<file path="config.mk">
export PLATFORM = sky130hd
export DESIGN_NAME = dapt_timer
export DESIGN_NICKNAME = d
export VERILOG_FILES = /design/src/pkg/dapt_pkg.sv /design/src/design/dapt_timer.sv
export VERILOG_INCLUDE_DIRS = /design/src /design/src/pkg
export SDC_FILE = /design/constraint.sdc
export NUM_CORES = 1
export LEC_CHECK = 0
export ABC_AREA = 1
export BUFFER_PORTS_ARGS = -buffer_cell sky130_fd_sc_hd__buf_2
export CORE_UTILIZATION = 63
export DETAILED_ROUTE_END_ITERATION = 8
export HOLD_SLACK_MARGIN = 0.08
export PLACE_DENSITY = 0.8
export SLEW_MARGIN = 5
export SYNTH_ARGS = -nofsm -noshare
export SYNTH_HDL_FRONTEND = slang
export SYNTH_SLANG_ARGS = --single-unit
export TNS_END_PERCENT = 50
</file>
<file path="constraint.sdc">
create_clock -name clk_i -period 7.4 [get_ports clk_i]
set_input_delay 0 -clock clk_i [delete_from_list [all_inputs] [get_ports clk_i]]
set_output_delay 0 -clock clk_i [all_outputs]
set_load 0.005 [all_outputs]
</file>
<file path="src/pkg/dapt_cfg.svh">
// register offsets, field positions and reset values of the dual autoreload pwm timer
`ifndef DAPT_CFG_SVH
`define DAPT_CFG_SVH
`define DAPT_AW 5
`define DAPT_A_CTRL 5'h00
`define DAPT_A_CTRL2 5'h01
`define DAPT_A_C1H 5'h02
`define DAPT_A_C1L 5'h03
`define DAPT_A_C2H 5'h04
`define DAPT_A_C2L 5'h05
`define DAPT_A_AR1H 5'h06
`define DAPT_A_AR1L 5'h07
`define DAPT_A_AR2H 5'h08
`define DAPT_A_AR2L 5'h09
`define DAPT_A_DUTY0 5'h0A
`define DAPT_A_DUTY_LAST 5'h11
`define DAPT_A_POL 5'h12
`define DAPT_A_CAPH 5'h13
`define DAPT_A_CAPL 5'h14
`define DAPT_A_BRKCTL 5'h15
`define DAPT_A_BRKEN 5'h16
`define DAPT_A_STAT 5'h17
`define DAPT_A_MASK 5'h18
`define DAPT_CNT_MAX 12'hFFF
`define DAPT_CNT_RST 12'h000
`define DAPT_CTRL_RST 8'h00
`define DAPT_CTRL2_RST 8'h03
`define DAPT_BRKEN_RST 8'h03
`define DAPT_BRKEN_MASK 8'h03
`define DAPT_BRKCTL_RST 8'h00
`define DAPT_ST_CMP_LSB 0
`define DAPT_ST_OVF1 4
`define DAPT_ST_OVF2 5
`define DAPT_ST_CAP 6
`endif

</file>
<file path="src/pkg/dapt_pkg.sv">
// types of the dual autoreload pwm timer
package dapt_pkg;
	typedef struct packed {
		logic [3:0] spare;
		logic capture_select;
		logic compare_irq_enable;
		logic dual_counter_enable;
		logic count_enable;
	} dapt_ctrl_type;
	typedef struct packed {
		logic [5:0] spare;
		logic transfer_two;
		logic transfer_one;
	} dapt_ctrl2_type;
	typedef struct packed {
		logic [3:0] level;
		logic [2:0] spare;
		logic break_active;
	} dapt_brkctl_type;
endpackage

</file>
<file path="src/design/dapt_timer.sv">
// dual 12-bit autoreload pwm timer with capture, break and byte register port
//
// The address-and-strobe port and the register addresses were left to the implementer.
`timescale 1ns/10ps
`include "dapt_cfg.svh"
module dapt_timer import dapt_pkg::*; #(
	parameter int CH = 4
) (
	// clock and reset
	input wire logic clk_i,
	input wire logic rst_i,
	// register port
	input wire logic [`DAPT_AW-1:0] addr_i,
	input wire logic [7:0] wr_data_i,
	input wire logic wr_i,
	input wire logic rd_i,
	output logic [7:0] rd_data_o,
	// pins
	input wire logic capture_pin_a_i,
	input wire logic capture_pin_b_i,
	input wire logic break_i,
	output logic [CH-1:0] pulse_output_o,
	output logic irq_o
);
	function automatic logic [7:0] hi_byte(input logic [11:0] v);
		return {4'h0, v[11:8]};
	endfunction
	function automatic logic [11:0] put_byte(input logic [11:0] v, input logic hi,
			input logic [7:0] d);
		return hi ? {d[3:0], v[7:0]} : {v[11:8], d};
	endfunction

	dapt_ctrl_type ctrl_q;
	dapt_ctrl2_type ctrl2_q;
	dapt_brkctl_type brkctl_q;
	logic [7:0] brken_q;
	logic [11:0] c1_q, c2_q, ar1_q, ar2_q, cap_q;
	logic [11:0] duty_pre_q [CH];
	logic [11:0] duty_act_q [CH];
	logic [CH-1:0] pol_pre_q, pol_act_q, raw_q, pulse_q;
	logic [6:0] st_q, msk_q, st_set;
	logic cap_prev_q, cap_vld_q;
	logic tick, tick2, ovf1, ovf2, cap_pin, cap_edge, brk_on;
	logic [CH-1:0] ch_ovf, ch_tran, ch_match, brk;
	logic [11:0] ch_cnt [CH];
	logic [`DAPT_AW-1:0] didx;

	assign tick = ctrl_q.count_enable;
	assign tick2 = tick && ctrl_q.dual_counter_enable;
	assign ovf1 = tick && (c1_q == `DAPT_CNT_MAX);
	assign ovf2 = tick2 && (c2_q == `DAPT_CNT_MAX);
	assign brk_on = brkctl_q.break_active | break_i;
	assign didx = addr_i - `DAPT_A_DUTY0;

	// channel routing: outputs 2 and 3 follow counter two only in dual mode
	always_comb begin
		for (int i = 0; i < CH; i++) begin
			if (i >= 2 && ctrl_q.dual_counter_enable) begin
				ch_ovf[i] = ovf2;
				ch_cnt[i] = c2_q;
				ch_tran[i] = ctrl2_q.transfer_two;
				brk[i] = brk_on & brken_q[1];
			end else begin
				ch_ovf[i] = ovf1;
				ch_cnt[i] = c1_q;
				ch_tran[i] = ctrl2_q.transfer_one;
				brk[i] = brk_on & brken_q[0];
			end
			ch_match[i] = (i >= 2 && ctrl_q.dual_counter_enable ? tick2 : tick)
				&& !ch_ovf[i] && (ch_cnt[i] == duty_act_q[i]);
		end
	end

	// counters: reload from autoreload, so period is 4096 minus autoreload
	always_ff @(posedge clk_i or posedge rst_i) begin
		if (rst_i) begin
			c1_q <= `DAPT_CNT_RST;
			c2_q <= `DAPT_CNT_RST;
		end else begin
			if (ovf1) begin
				c1_q <= ar1_q;
			end else if (tick) begin
				c1_q <= c1_q + 12'h001;
			end
			if (ovf2) begin
				c2_q <= ar2_q;
			end else if (tick2) begin
				c2_q <= c2_q + 12'h001;
			end
		end
	end

	// control registers written by software
	always_ff @(posedge clk_i or posedge rst_i) begin
		if (rst_i) begin
			ctrl_q <= `DAPT_CTRL_RST;
			ctrl2_q <= `DAPT_CTRL2_RST;
			brkctl_q <= `DAPT_BRKCTL_RST;
			brken_q <= `DAPT_BRKEN_RST;
			ar1_q <= `DAPT_CNT_RST;
			ar2_q <= `DAPT_CNT_RST;
			pol_pre_q <= '0;
			msk_q <= '0;
		end else if (wr_i) begin
			case (addr_i)
				`DAPT_A_CTRL: ctrl_q <= wr_data_i;
				`DAPT_A_CTRL2: ctrl2_q <= wr_data_i;
				`DAPT_A_BRKCTL: brkctl_q <= wr_data_i;
				// upper bits are not stored, so they always read back zero
				`DAPT_A_BRKEN: brken_q <= wr_data_i & `DAPT_BRKEN_MASK;
				`DAPT_A_AR1H, `DAPT_A_AR1L: begin
					ar1_q <= put_byte(ar1_q, addr_i == `DAPT_A_AR1H, wr_data_i);
				end
				`DAPT_A_AR2H, `DAPT_A_AR2L: begin
					ar2_q <= put_byte(ar2_q, addr_i == `DAPT_A_AR2H, wr_data_i);
				end
				`DAPT_A_POL: pol_pre_q <= wr_data_i[CH-1:0];
				`DAPT_A_MASK: msk_q <= wr_data_i[6:0];
				default: begin
				end
			endcase
		end
	end

	// duty preloads, one high/low byte pair per channel
	always_ff @(posedge clk_i or posedge rst_i) begin
		if (rst_i) begin
			for (int i = 0; i < CH; i++) begin
				duty_pre_q[i] <= `DAPT_CNT_RST;
			end
		end else if (wr_i && addr_i >= `DAPT_A_DUTY0 && addr_i <= `DAPT_A_DUTY_LAST) begin
			duty_pre_q[didx[2:1]] <= put_byte(duty_pre_q[didx[2:1]], !didx[0], wr_data_i);
		end
	end

	// active duty and polarity; with transfer set a preload takes effect only at its counter's overflow
	always_ff @(posedge clk_i or posedge rst_i) begin
		if (rst_i) begin
			for (int i = 0; i < CH; i++) begin
				duty_act_q[i] <= `DAPT_CNT_RST;
			end
			pol_act_q <= '0;
		end else begin
			for (int i = 0; i < CH; i++) begin
				if (ch_ovf[i] && ch_tran[i]) begin
					duty_act_q[i] <= duty_pre_q[i];
				end
				// with transfer clear the polarity follows software at once
				if (!ch_tran[i] || ch_ovf[i]) begin
					pol_act_q[i] <= pol_pre_q[i];
				end
			end
		end
	end

	// waveform: duty must not be below autoreload or the match never comes (software's job)
	always_ff @(posedge clk_i or posedge rst_i) begin
		if (rst_i) begin
			raw_q <= '0;
			pulse_q <= '0;
		end else begin
			for (int i = 0; i < CH; i++) begin
				if (ch_ovf[i]) begin
					raw_q[i] <= 1'b1;
				end else if (ch_match[i]) begin
					raw_q[i] <= 1'b0;
				end
				pulse_q[i] <= brk[i] ? brkctl_q.level[i] : raw_q[i] ^ pol_act_q[i];
			end
		end
	end
	assign pulse_output_o = pulse_q;

	// capture on either edge of the selected pin
	assign cap_pin = ctrl_q.capture_select ? capture_pin_b_i : capture_pin_a_i;
	assign cap_edge = cap_vld_q && (cap_pin != cap_prev_q);
	always_ff @(posedge clk_i or posedge rst_i) begin
		if (rst_i) begin
			cap_prev_q <= 1'b0;
			cap_vld_q <= 1'b0;
			cap_q <= `DAPT_CNT_RST;
		end else begin
			cap_prev_q <= cap_pin;
			cap_vld_q <= 1'b1;
			if (cap_edge && !st_q[`DAPT_ST_CAP]) begin
				cap_q <= c1_q;
			end
		end
	end

	// sticky status, write one to clear; a set in the same cycle wins
	always_comb begin
		st_set = '0;
		st_set[`DAPT_ST_CMP_LSB +: CH] = ch_match;
		st_set[`DAPT_ST_OVF1] = ovf1;
		st_set[`DAPT_ST_OVF2] = ovf2;
		st_set[`DAPT_ST_CAP] = cap_edge && !st_q[`DAPT_ST_CAP];
	end
	always_ff @(posedge clk_i or posedge rst_i) begin
		if (rst_i) begin
			st_q <= '0;
		end else if (wr_i && addr_i == `DAPT_A_STAT) begin
			st_q <= (st_q & ~wr_data_i[6:0]) | st_set;
		end else begin
			st_q <= st_q | st_set;
		end
	end
	// compare flags need the compare enable as well as their mask bit
	assign irq_o = |(st_q & msk_q & {3'b111, {CH{ctrl_q.compare_irq_enable}}});

	// read data stand the cycle after the strobe; counter bytes are not latched
	always_ff @(posedge clk_i or posedge rst_i) begin
		if (rst_i) begin
			rd_data_o <= 8'h00;
		end else if (rd_i) begin
			case (addr_i)
				`DAPT_A_CTRL: rd_data_o <= ctrl_q;
				`DAPT_A_CTRL2: rd_data_o <= ctrl2_q;
				`DAPT_A_C1H: rd_data_o <= hi_byte(c1_q);
				`DAPT_A_C1L: rd_data_o <= c1_q[7:0];
				`DAPT_A_C2H: rd_data_o <= hi_byte(c2_q);
				`DAPT_A_C2L: rd_data_o <= c2_q[7:0];
				`DAPT_A_AR1H: rd_data_o <= hi_byte(ar1_q);
				`DAPT_A_AR1L: rd_data_o <= ar1_q[7:0];
				`DAPT_A_AR2H: rd_data_o <= hi_byte(ar2_q);
				`DAPT_A_AR2L: rd_data_o <= ar2_q[7:0];
				`DAPT_A_POL: rd_data_o <= {4'h0, pol_pre_q};
				`DAPT_A_CAPH: rd_data_o <= hi_byte(cap_q);
				`DAPT_A_CAPL: rd_data_o <= cap_q[7:0];
				`DAPT_A_BRKCTL: rd_data_o <= brkctl_q;
				`DAPT_A_BRKEN: rd_data_o <= brken_q;
				`DAPT_A_STAT: rd_data_o <= {1'b0, st_q};
				`DAPT_A_MASK: rd_data_o <= {1'b0, msk_q};
				default: begin
					if (addr_i >= `DAPT_A_DUTY0 && addr_i <= `DAPT_A_DUTY_LAST) begin
						rd_data_o <= didx[0] ? duty_pre_q[didx[2:1]][7:0]
							: hi_byte(duty_pre_q[didx[2:1]]);
					end else begin
						rd_data_o <= 8'h00;
					end
				end
			endcase
		end
	end
endmodule

</file>
# [Word level (Yosys, flattened, before mapping)]
# Cells that the tools add are included.
# W data, S select, Z words.
[word_totals] elab_cells=164 reg_bits=222 output_inout_bits=13
[classes] add_sub_neg=3 mux=33 n_reduce_logical=45 n_lt_le_gt_ge=4 bitwise_logic=16 n_eq_ne=23
[ops] cell="$pmux W8 S17" n=1
[ops] cell="$mux W12" n=9
[ops] cell="$bwmux W48" n=1
[ops] cell="$eq A12 B12 Y1" n=4
[ops] cell="$eq A5 B5 Y1 const B" n=7
[ops] cell="$add A12 B1 Y12 const B" n=2
[ops] cell="$bmux W12 S2" n=1
[ops] cell="$demux W12 S2" n=1
[ops] cell="$eq A12 B12 Y1 const B" n=2
[ops] cell="$and A7 B7 Y7" n=3
[ops] cell="$eq A5 B3 Y1 const B" n=4
[ops] cell="$logic_and A1 B1 Y1" n=18
[ops] cell="$mux W1" n=17
[ops] cell="$mux W8" n=2
[ops] cell="$or A7 B7 Y7" n=2
[ops] cell="$reduce_and A2 Y1" n=6
[ops] cell="$reduce_and A3 Y1" n=4
[ops] cell="$reduce_bool A2 Y1" n=6
[ops] cell="$eq A5 B2 Y1 const B" n=2
[ops] cell="$eq A5 B4 Y1 const B" n=2
[ops] cell="$mux W7" n=1
[ops] cell="$not A7 Y7" n=1
[ops] cell="$reduce_or A7 Y1" n=1
[ops] cell="$eq A5 B1 Y1 const B" n=1
[ops] cell="15 further kinds" n=26

# [Depth between registers and ports, before layout]
[logic_depth] word_depth=8 mapped_depth=14 ltp_nobuf=12

# [Worst setup path before layout]
# No wires, ideal clock.
[synth_timing] kind="register to register" startpoint="reg c1_q[0]" endpoint="reg duty_act_q[0] (netlist name)" setup_time_ns=0.076 synth_period_minus_slack_ns=1.680 arrival_time_ns=1.604 path_slack_ns=5.720 stages_incl_launch_ff=15 cell_sequence="dfrtp_1 ha_1 nand3_2 inv_1 nand2_2 nor2_4 nand2_2 clkinv_2 nand2_2 nand2_1 nand2_2 buf_6 buf_6 nand2_1 o21ai_1"
[synth_between] elab_chain_cells=4
[synth_rtl] element="start, declared" line="dapt_timer.sv:37" source="logic [11:0] c1_q, c2_q, ar1_q, ar2_q, cap_q;"
[synth_rtl] element="start signal, assigned" line="dapt_timer.sv:77" source="c1_q <= `DAPT_CNT_RST;"
[synth_rtl] element="start signal, assigned" line="dapt_timer.sv:81" source="c1_q <= ar1_q;"
[synth_rtl] element="start signal, assigned" line="dapt_timer.sv:83" source="c1_q <= c1_q + 12'h001;"
[synth_rtl] element="$eq A12 B12 Y1 (no source line)"
[synth_rtl] element="$logic_and A1 B1 Y1" line="dapt_timer.sv:50" source="assign ovf1 = tick && (c1_q == `DAPT_CNT_MAX);"
[synth_rtl] element="$mux W1" line="dapt_timer.sv:58" source="if (i >= 2 && ctrl_q.dual_counter_enable) begin"
[synth_rtl] element="$logic_and A1 B1 Y1" line="dapt_timer.sv:145" source="if (ch_ovf[i] && ch_tran[i]) begin"
[synth_rtl] element="end signal, assigned by index" line="dapt_timer.sv:140" source="duty_act_q[i] <= `DAPT_CNT_RST;"
[synth_rtl] element="end signal, assigned by index" line="dapt_timer.sv:146" source="duty_act_q[i] <= duty_pre_q[i];"
[synth_rtl] element="end, declared" line="dapt_timer.sv:39" source="logic [11:0] duty_act_q [CH];"
# No other way between the ends.
# A chain may end at the register's enable or synchronous reset.

# [Worst setup path after layout]
[layout_timing] startpoint="reg c1_q[0]" endpoint="reg duty_act_q[17] (netlist name)"
# The elaborated chain is that of the path after synthesis.

==> reports/metrics.csv <==
stage;metric;value;unit
logic_synthesis;ys_seq_area_share;47.6;%
global_route;grt_pass1_vias;9841;
logic_synthesis;synthArstFlopShare;100;%
timing;hold_ws;110;ps
global_route;grt_pass1_wl;54800;um
timing;period_share;37.9;%
clocking;tritoncts;done;
logic_synthesis;syn_inst;1556;
critical_path;crit_slowest_cell;dfrtp_1;
timing;layout_setup_ws;4590;ps
logic_synthesis;yosys_warnings;0;
outcome;outcome;finished with violations;
critical_path;worst_setup_path_start_kind;flip-flop;
clocking;clkSinkCount;222;
clocking;clockBufferDepth;3;
clocking;clock_latency;520;ps
clocking;cts_buffers;25;
die;fp-row-count;49;
critical_path;cpLargestDelayFamily;simple AND/OR/NAND/NOR gates;
power_and_ir_drop;leakagePower;6.19;nW
clocking;clk_pin_slew;60;ps
outcome;violations;DRC;
final_layout;antenna_cells;0;
timing;worstMarginPinSlew;1020;ps
clocking;holdBufCountCts;12;
logic_synthesis;synth_edf_count;0;
critical_path;critPathBufInv;2;
routing;routedWlPerCell;19.3;um
routing;drt_drc_violations_left;5;
clocking;root_buffer;clkbuf_16;
timing;fin_crit;2810;ps
power_and_ir_drop;vdd_drop_max;0.218;mV
final_layout;drive_gt1_share;8.10;%
routing;ant_nets;0;
final_layout;most-common-layout-cells;541 x nand2_1, 218 x dfrtp_1, 146 x o21ai_0;
place;gp_congestion;0.979;
critical_path;crit_top_cell;nand2_2;
critical_path;cp.arrival;3220;ps
die;core-area;18100;um^2
timing;drv_slew;0;
critical_path;critPathRequiredTime;7820;ps
global_route;grtUsageTotal;37.7;%
logic_synthesis;syn_nets;1582;
routing;drt_first_iter_violations;1189;
critical_path;worst-setup-path-type;reg2reg;
die;design.die.area;19100;um^2
timing;setup_viol;0;
timing;setup_tns;0;ps
place;dp_hpwl;25000;um
timing;relSlewSlack;32.1;%
routing;vias;10700;
timing;rsz0062_at_grt;no;
final_layout;final_common_cell;nand2_1;
logic_synthesis;synth_top_flop_cell;dfrtp_1;
clocking;post_cts_buffers;0;
die;die-width;138;um
global_route;grt_max_degree;143;
critical_path;crit_path_max_fanout;48;
critical_path;end_kind;flip-flop;
place;dp_slack;4510;ps
final_layout;area_growth;9.99;%
logic_synthesis;synth_cell_types;43;
critical_path;reg2reg_slack;4590;ps
critical_path;crit_chain;ha_1, nand3_2, inv_1, nand2_2, nor2_4, nand2_2, clkinv_2, nand2_2, nand2_1, nand2_2, o21ai_0;
timing;max_freq;356;MHz
routing;dr.pass1.iters;8;
clocking;cts-resized-gates;0;
die;pin_count;33;
logic_synthesis;yosys_register_bits;222;
flow_run;drv_cap;0;
power_and_ir_drop;power_density;285;nW/um^2
worst_hold_path;hp-class;in2reg;
clocking;cts_max_level;1;
timing;final_hold_viol_count;0;
die;initial_core_util;64.5;%
logic_synthesis;synth_area;11700;um^2
global_route;antenna_found_initial;0;
final_layout;num-fill-cells;1484;
routing;wirelength;35000;um
die;die_y;138;um
place;io_buffers;32;
critical_path;cp_slowest_stage_delay;560;ps
global_route;overflow;0;
final_layout;fin_nets;1587;
timing;clock_skew;8.00;ps
routing;via_per_inst;5.89;
logic_synthesis;syn_area_per_cell;7.50;um^2
==> kinds of logic after synthesis <==
logic type / after synthesis / share of synthesized area, %
AO/OA/AOI/OAI: 255 / 11.4
XOR/XNOR: 47 / 3.53
adder cells (fa/ha/maj): 6 / 0.643
buffers and inverters: 201 / 7.32
flip-flops: 222 / 47.6
multiplexers: 2 / 0.193
other: 1 / 0.0321
AND/OR/NAND/NOR: 822 / 29.3
==> flip-flops by register name (all words and copies together), names as in the netlist, 7 cells and up <==
| name | flops |
|---|---|
| msk_q | 7 |
| ar1_q | 12 |
| ctrl2_q | 7 |
| c1_q | 12 |
| ctrl_q | 7 |
| ar2_q | 12 |
| brkctl_q | 8 |
| st_q | 7 |
| rd_data_o | 8 |
| cap_q | 12 |
| duty_act_q | 48 |
| duty_pre_q | 48 |
| c2_q | 12 |
==> path summary, 6_finish.rpt <==
| kind | to | depth (start not counted) | start |
|---|---|---|---|
| max | duty_act_q[17]$_DFFE_PP0P_ | 11 | c1_q[0]$_DFFE_PP0P_ |
| min | ar1_q[1]$_DFFE_PP0P_ | 3 | wr_data_i[1] |
| max reg2reg | duty_act_q[17]$_DFFE_PP0P_ | 11 | c1_q[0]$_DFFE_PP0P_ |
| min reg2reg | rd_data_o[7]$_DFFE_PP0P_ | 2 | rd_data_o[7]$_DFFE_PP0P_ |
| max in group asynchronous | ctrl_q[1]$_DFFE_PP0P_ | 4 | rst_i |
| min in group asynchronous | duty_act_q[10]$_DFFE_PP0P_ | 3 | rst_i |
==> final cells by class <==
type	instances	area [um^2]	share of cell area [%]
multi-input combinational	1133	5260	41.0
clock inverter	11	186	1.45
clock buffer	35	733	5.71
sequential	222	5560	43.3
timing repair buffer	49	318	2.48
tap	229	287	2.23
inverter	130	497	3.87
==> worst min-delay path: cells and delay by family <==
kind | cells | cell delay [ps]
buf+inv | 2 | 350
compound gates | 1 | 230
==> where the power goes <==
| part | leakage, nW | switching [mW] | internal [mW] |
|---|---|---|---|
| Combinational | 2.87 | 0.442 | 0.229 |
| Clock | 0.453 | 0.504 | 0.864 |
| Sequential | 2.86 | 0.204 | 1.42 |
| Total | 6.19 | 1.15 | 2.51 |
==> per-layer routing <==
layer  vias up  part of all wire (%)  routed length [um]  global-route usage, %
met2       556                    43               14900                   55.1
met1      5039                    42               14600                   55.8
li1       4979                     -                   -                      -
met4         0                   3.9                1360                   14.3
met5         -                     0                   0                      0
met3        82                    12                4090                   7.38
==> synthesized netlist by cell type, types with 5 or more instances <==
library cell  number  share of area, %
a21oi_1            9              0.39
buf_2             30               1.3
buf_4             10              0.64
clkbuf_1          24              0.77
dfrtp_1          218                47
ha_1               6              0.64
inv_1            125               4.0
nand2_1          541                17
nand2_2            7              0.38
nand3_1           89               3.8
nand4_1           25               1.3
nor2_1           123               4.0
nor2_2             9              0.48
nor2_4             8              0.77
nor3_1             9              0.39
o211ai_1           5              0.32
o21ai_0          146               6.3
o21ai_1           79               3.4
xnor2_1           29               2.2
xor2_1            18               1.4
==> through the flow <==
stage / cells / total power [mW] / cell area (um^2) / utilization (%)
2_1_floorplan: 1556 / 2.03 / 11700 / -
3_3_place_gp: 1751 / 2.26 / 11800 / 65.2
3_5_place_dp: 1751 / 2.28 / 11800 / 65.2
4_1_cts: 1809 / 3.64 / 12800 / 71.0
5_1_grt: 1809 / 3.81 / 12800 / 71.0
6_report: 1809 / 3.66 / 12800 / 71.0
Note: power is estimated with default switching activity, not from simulation.
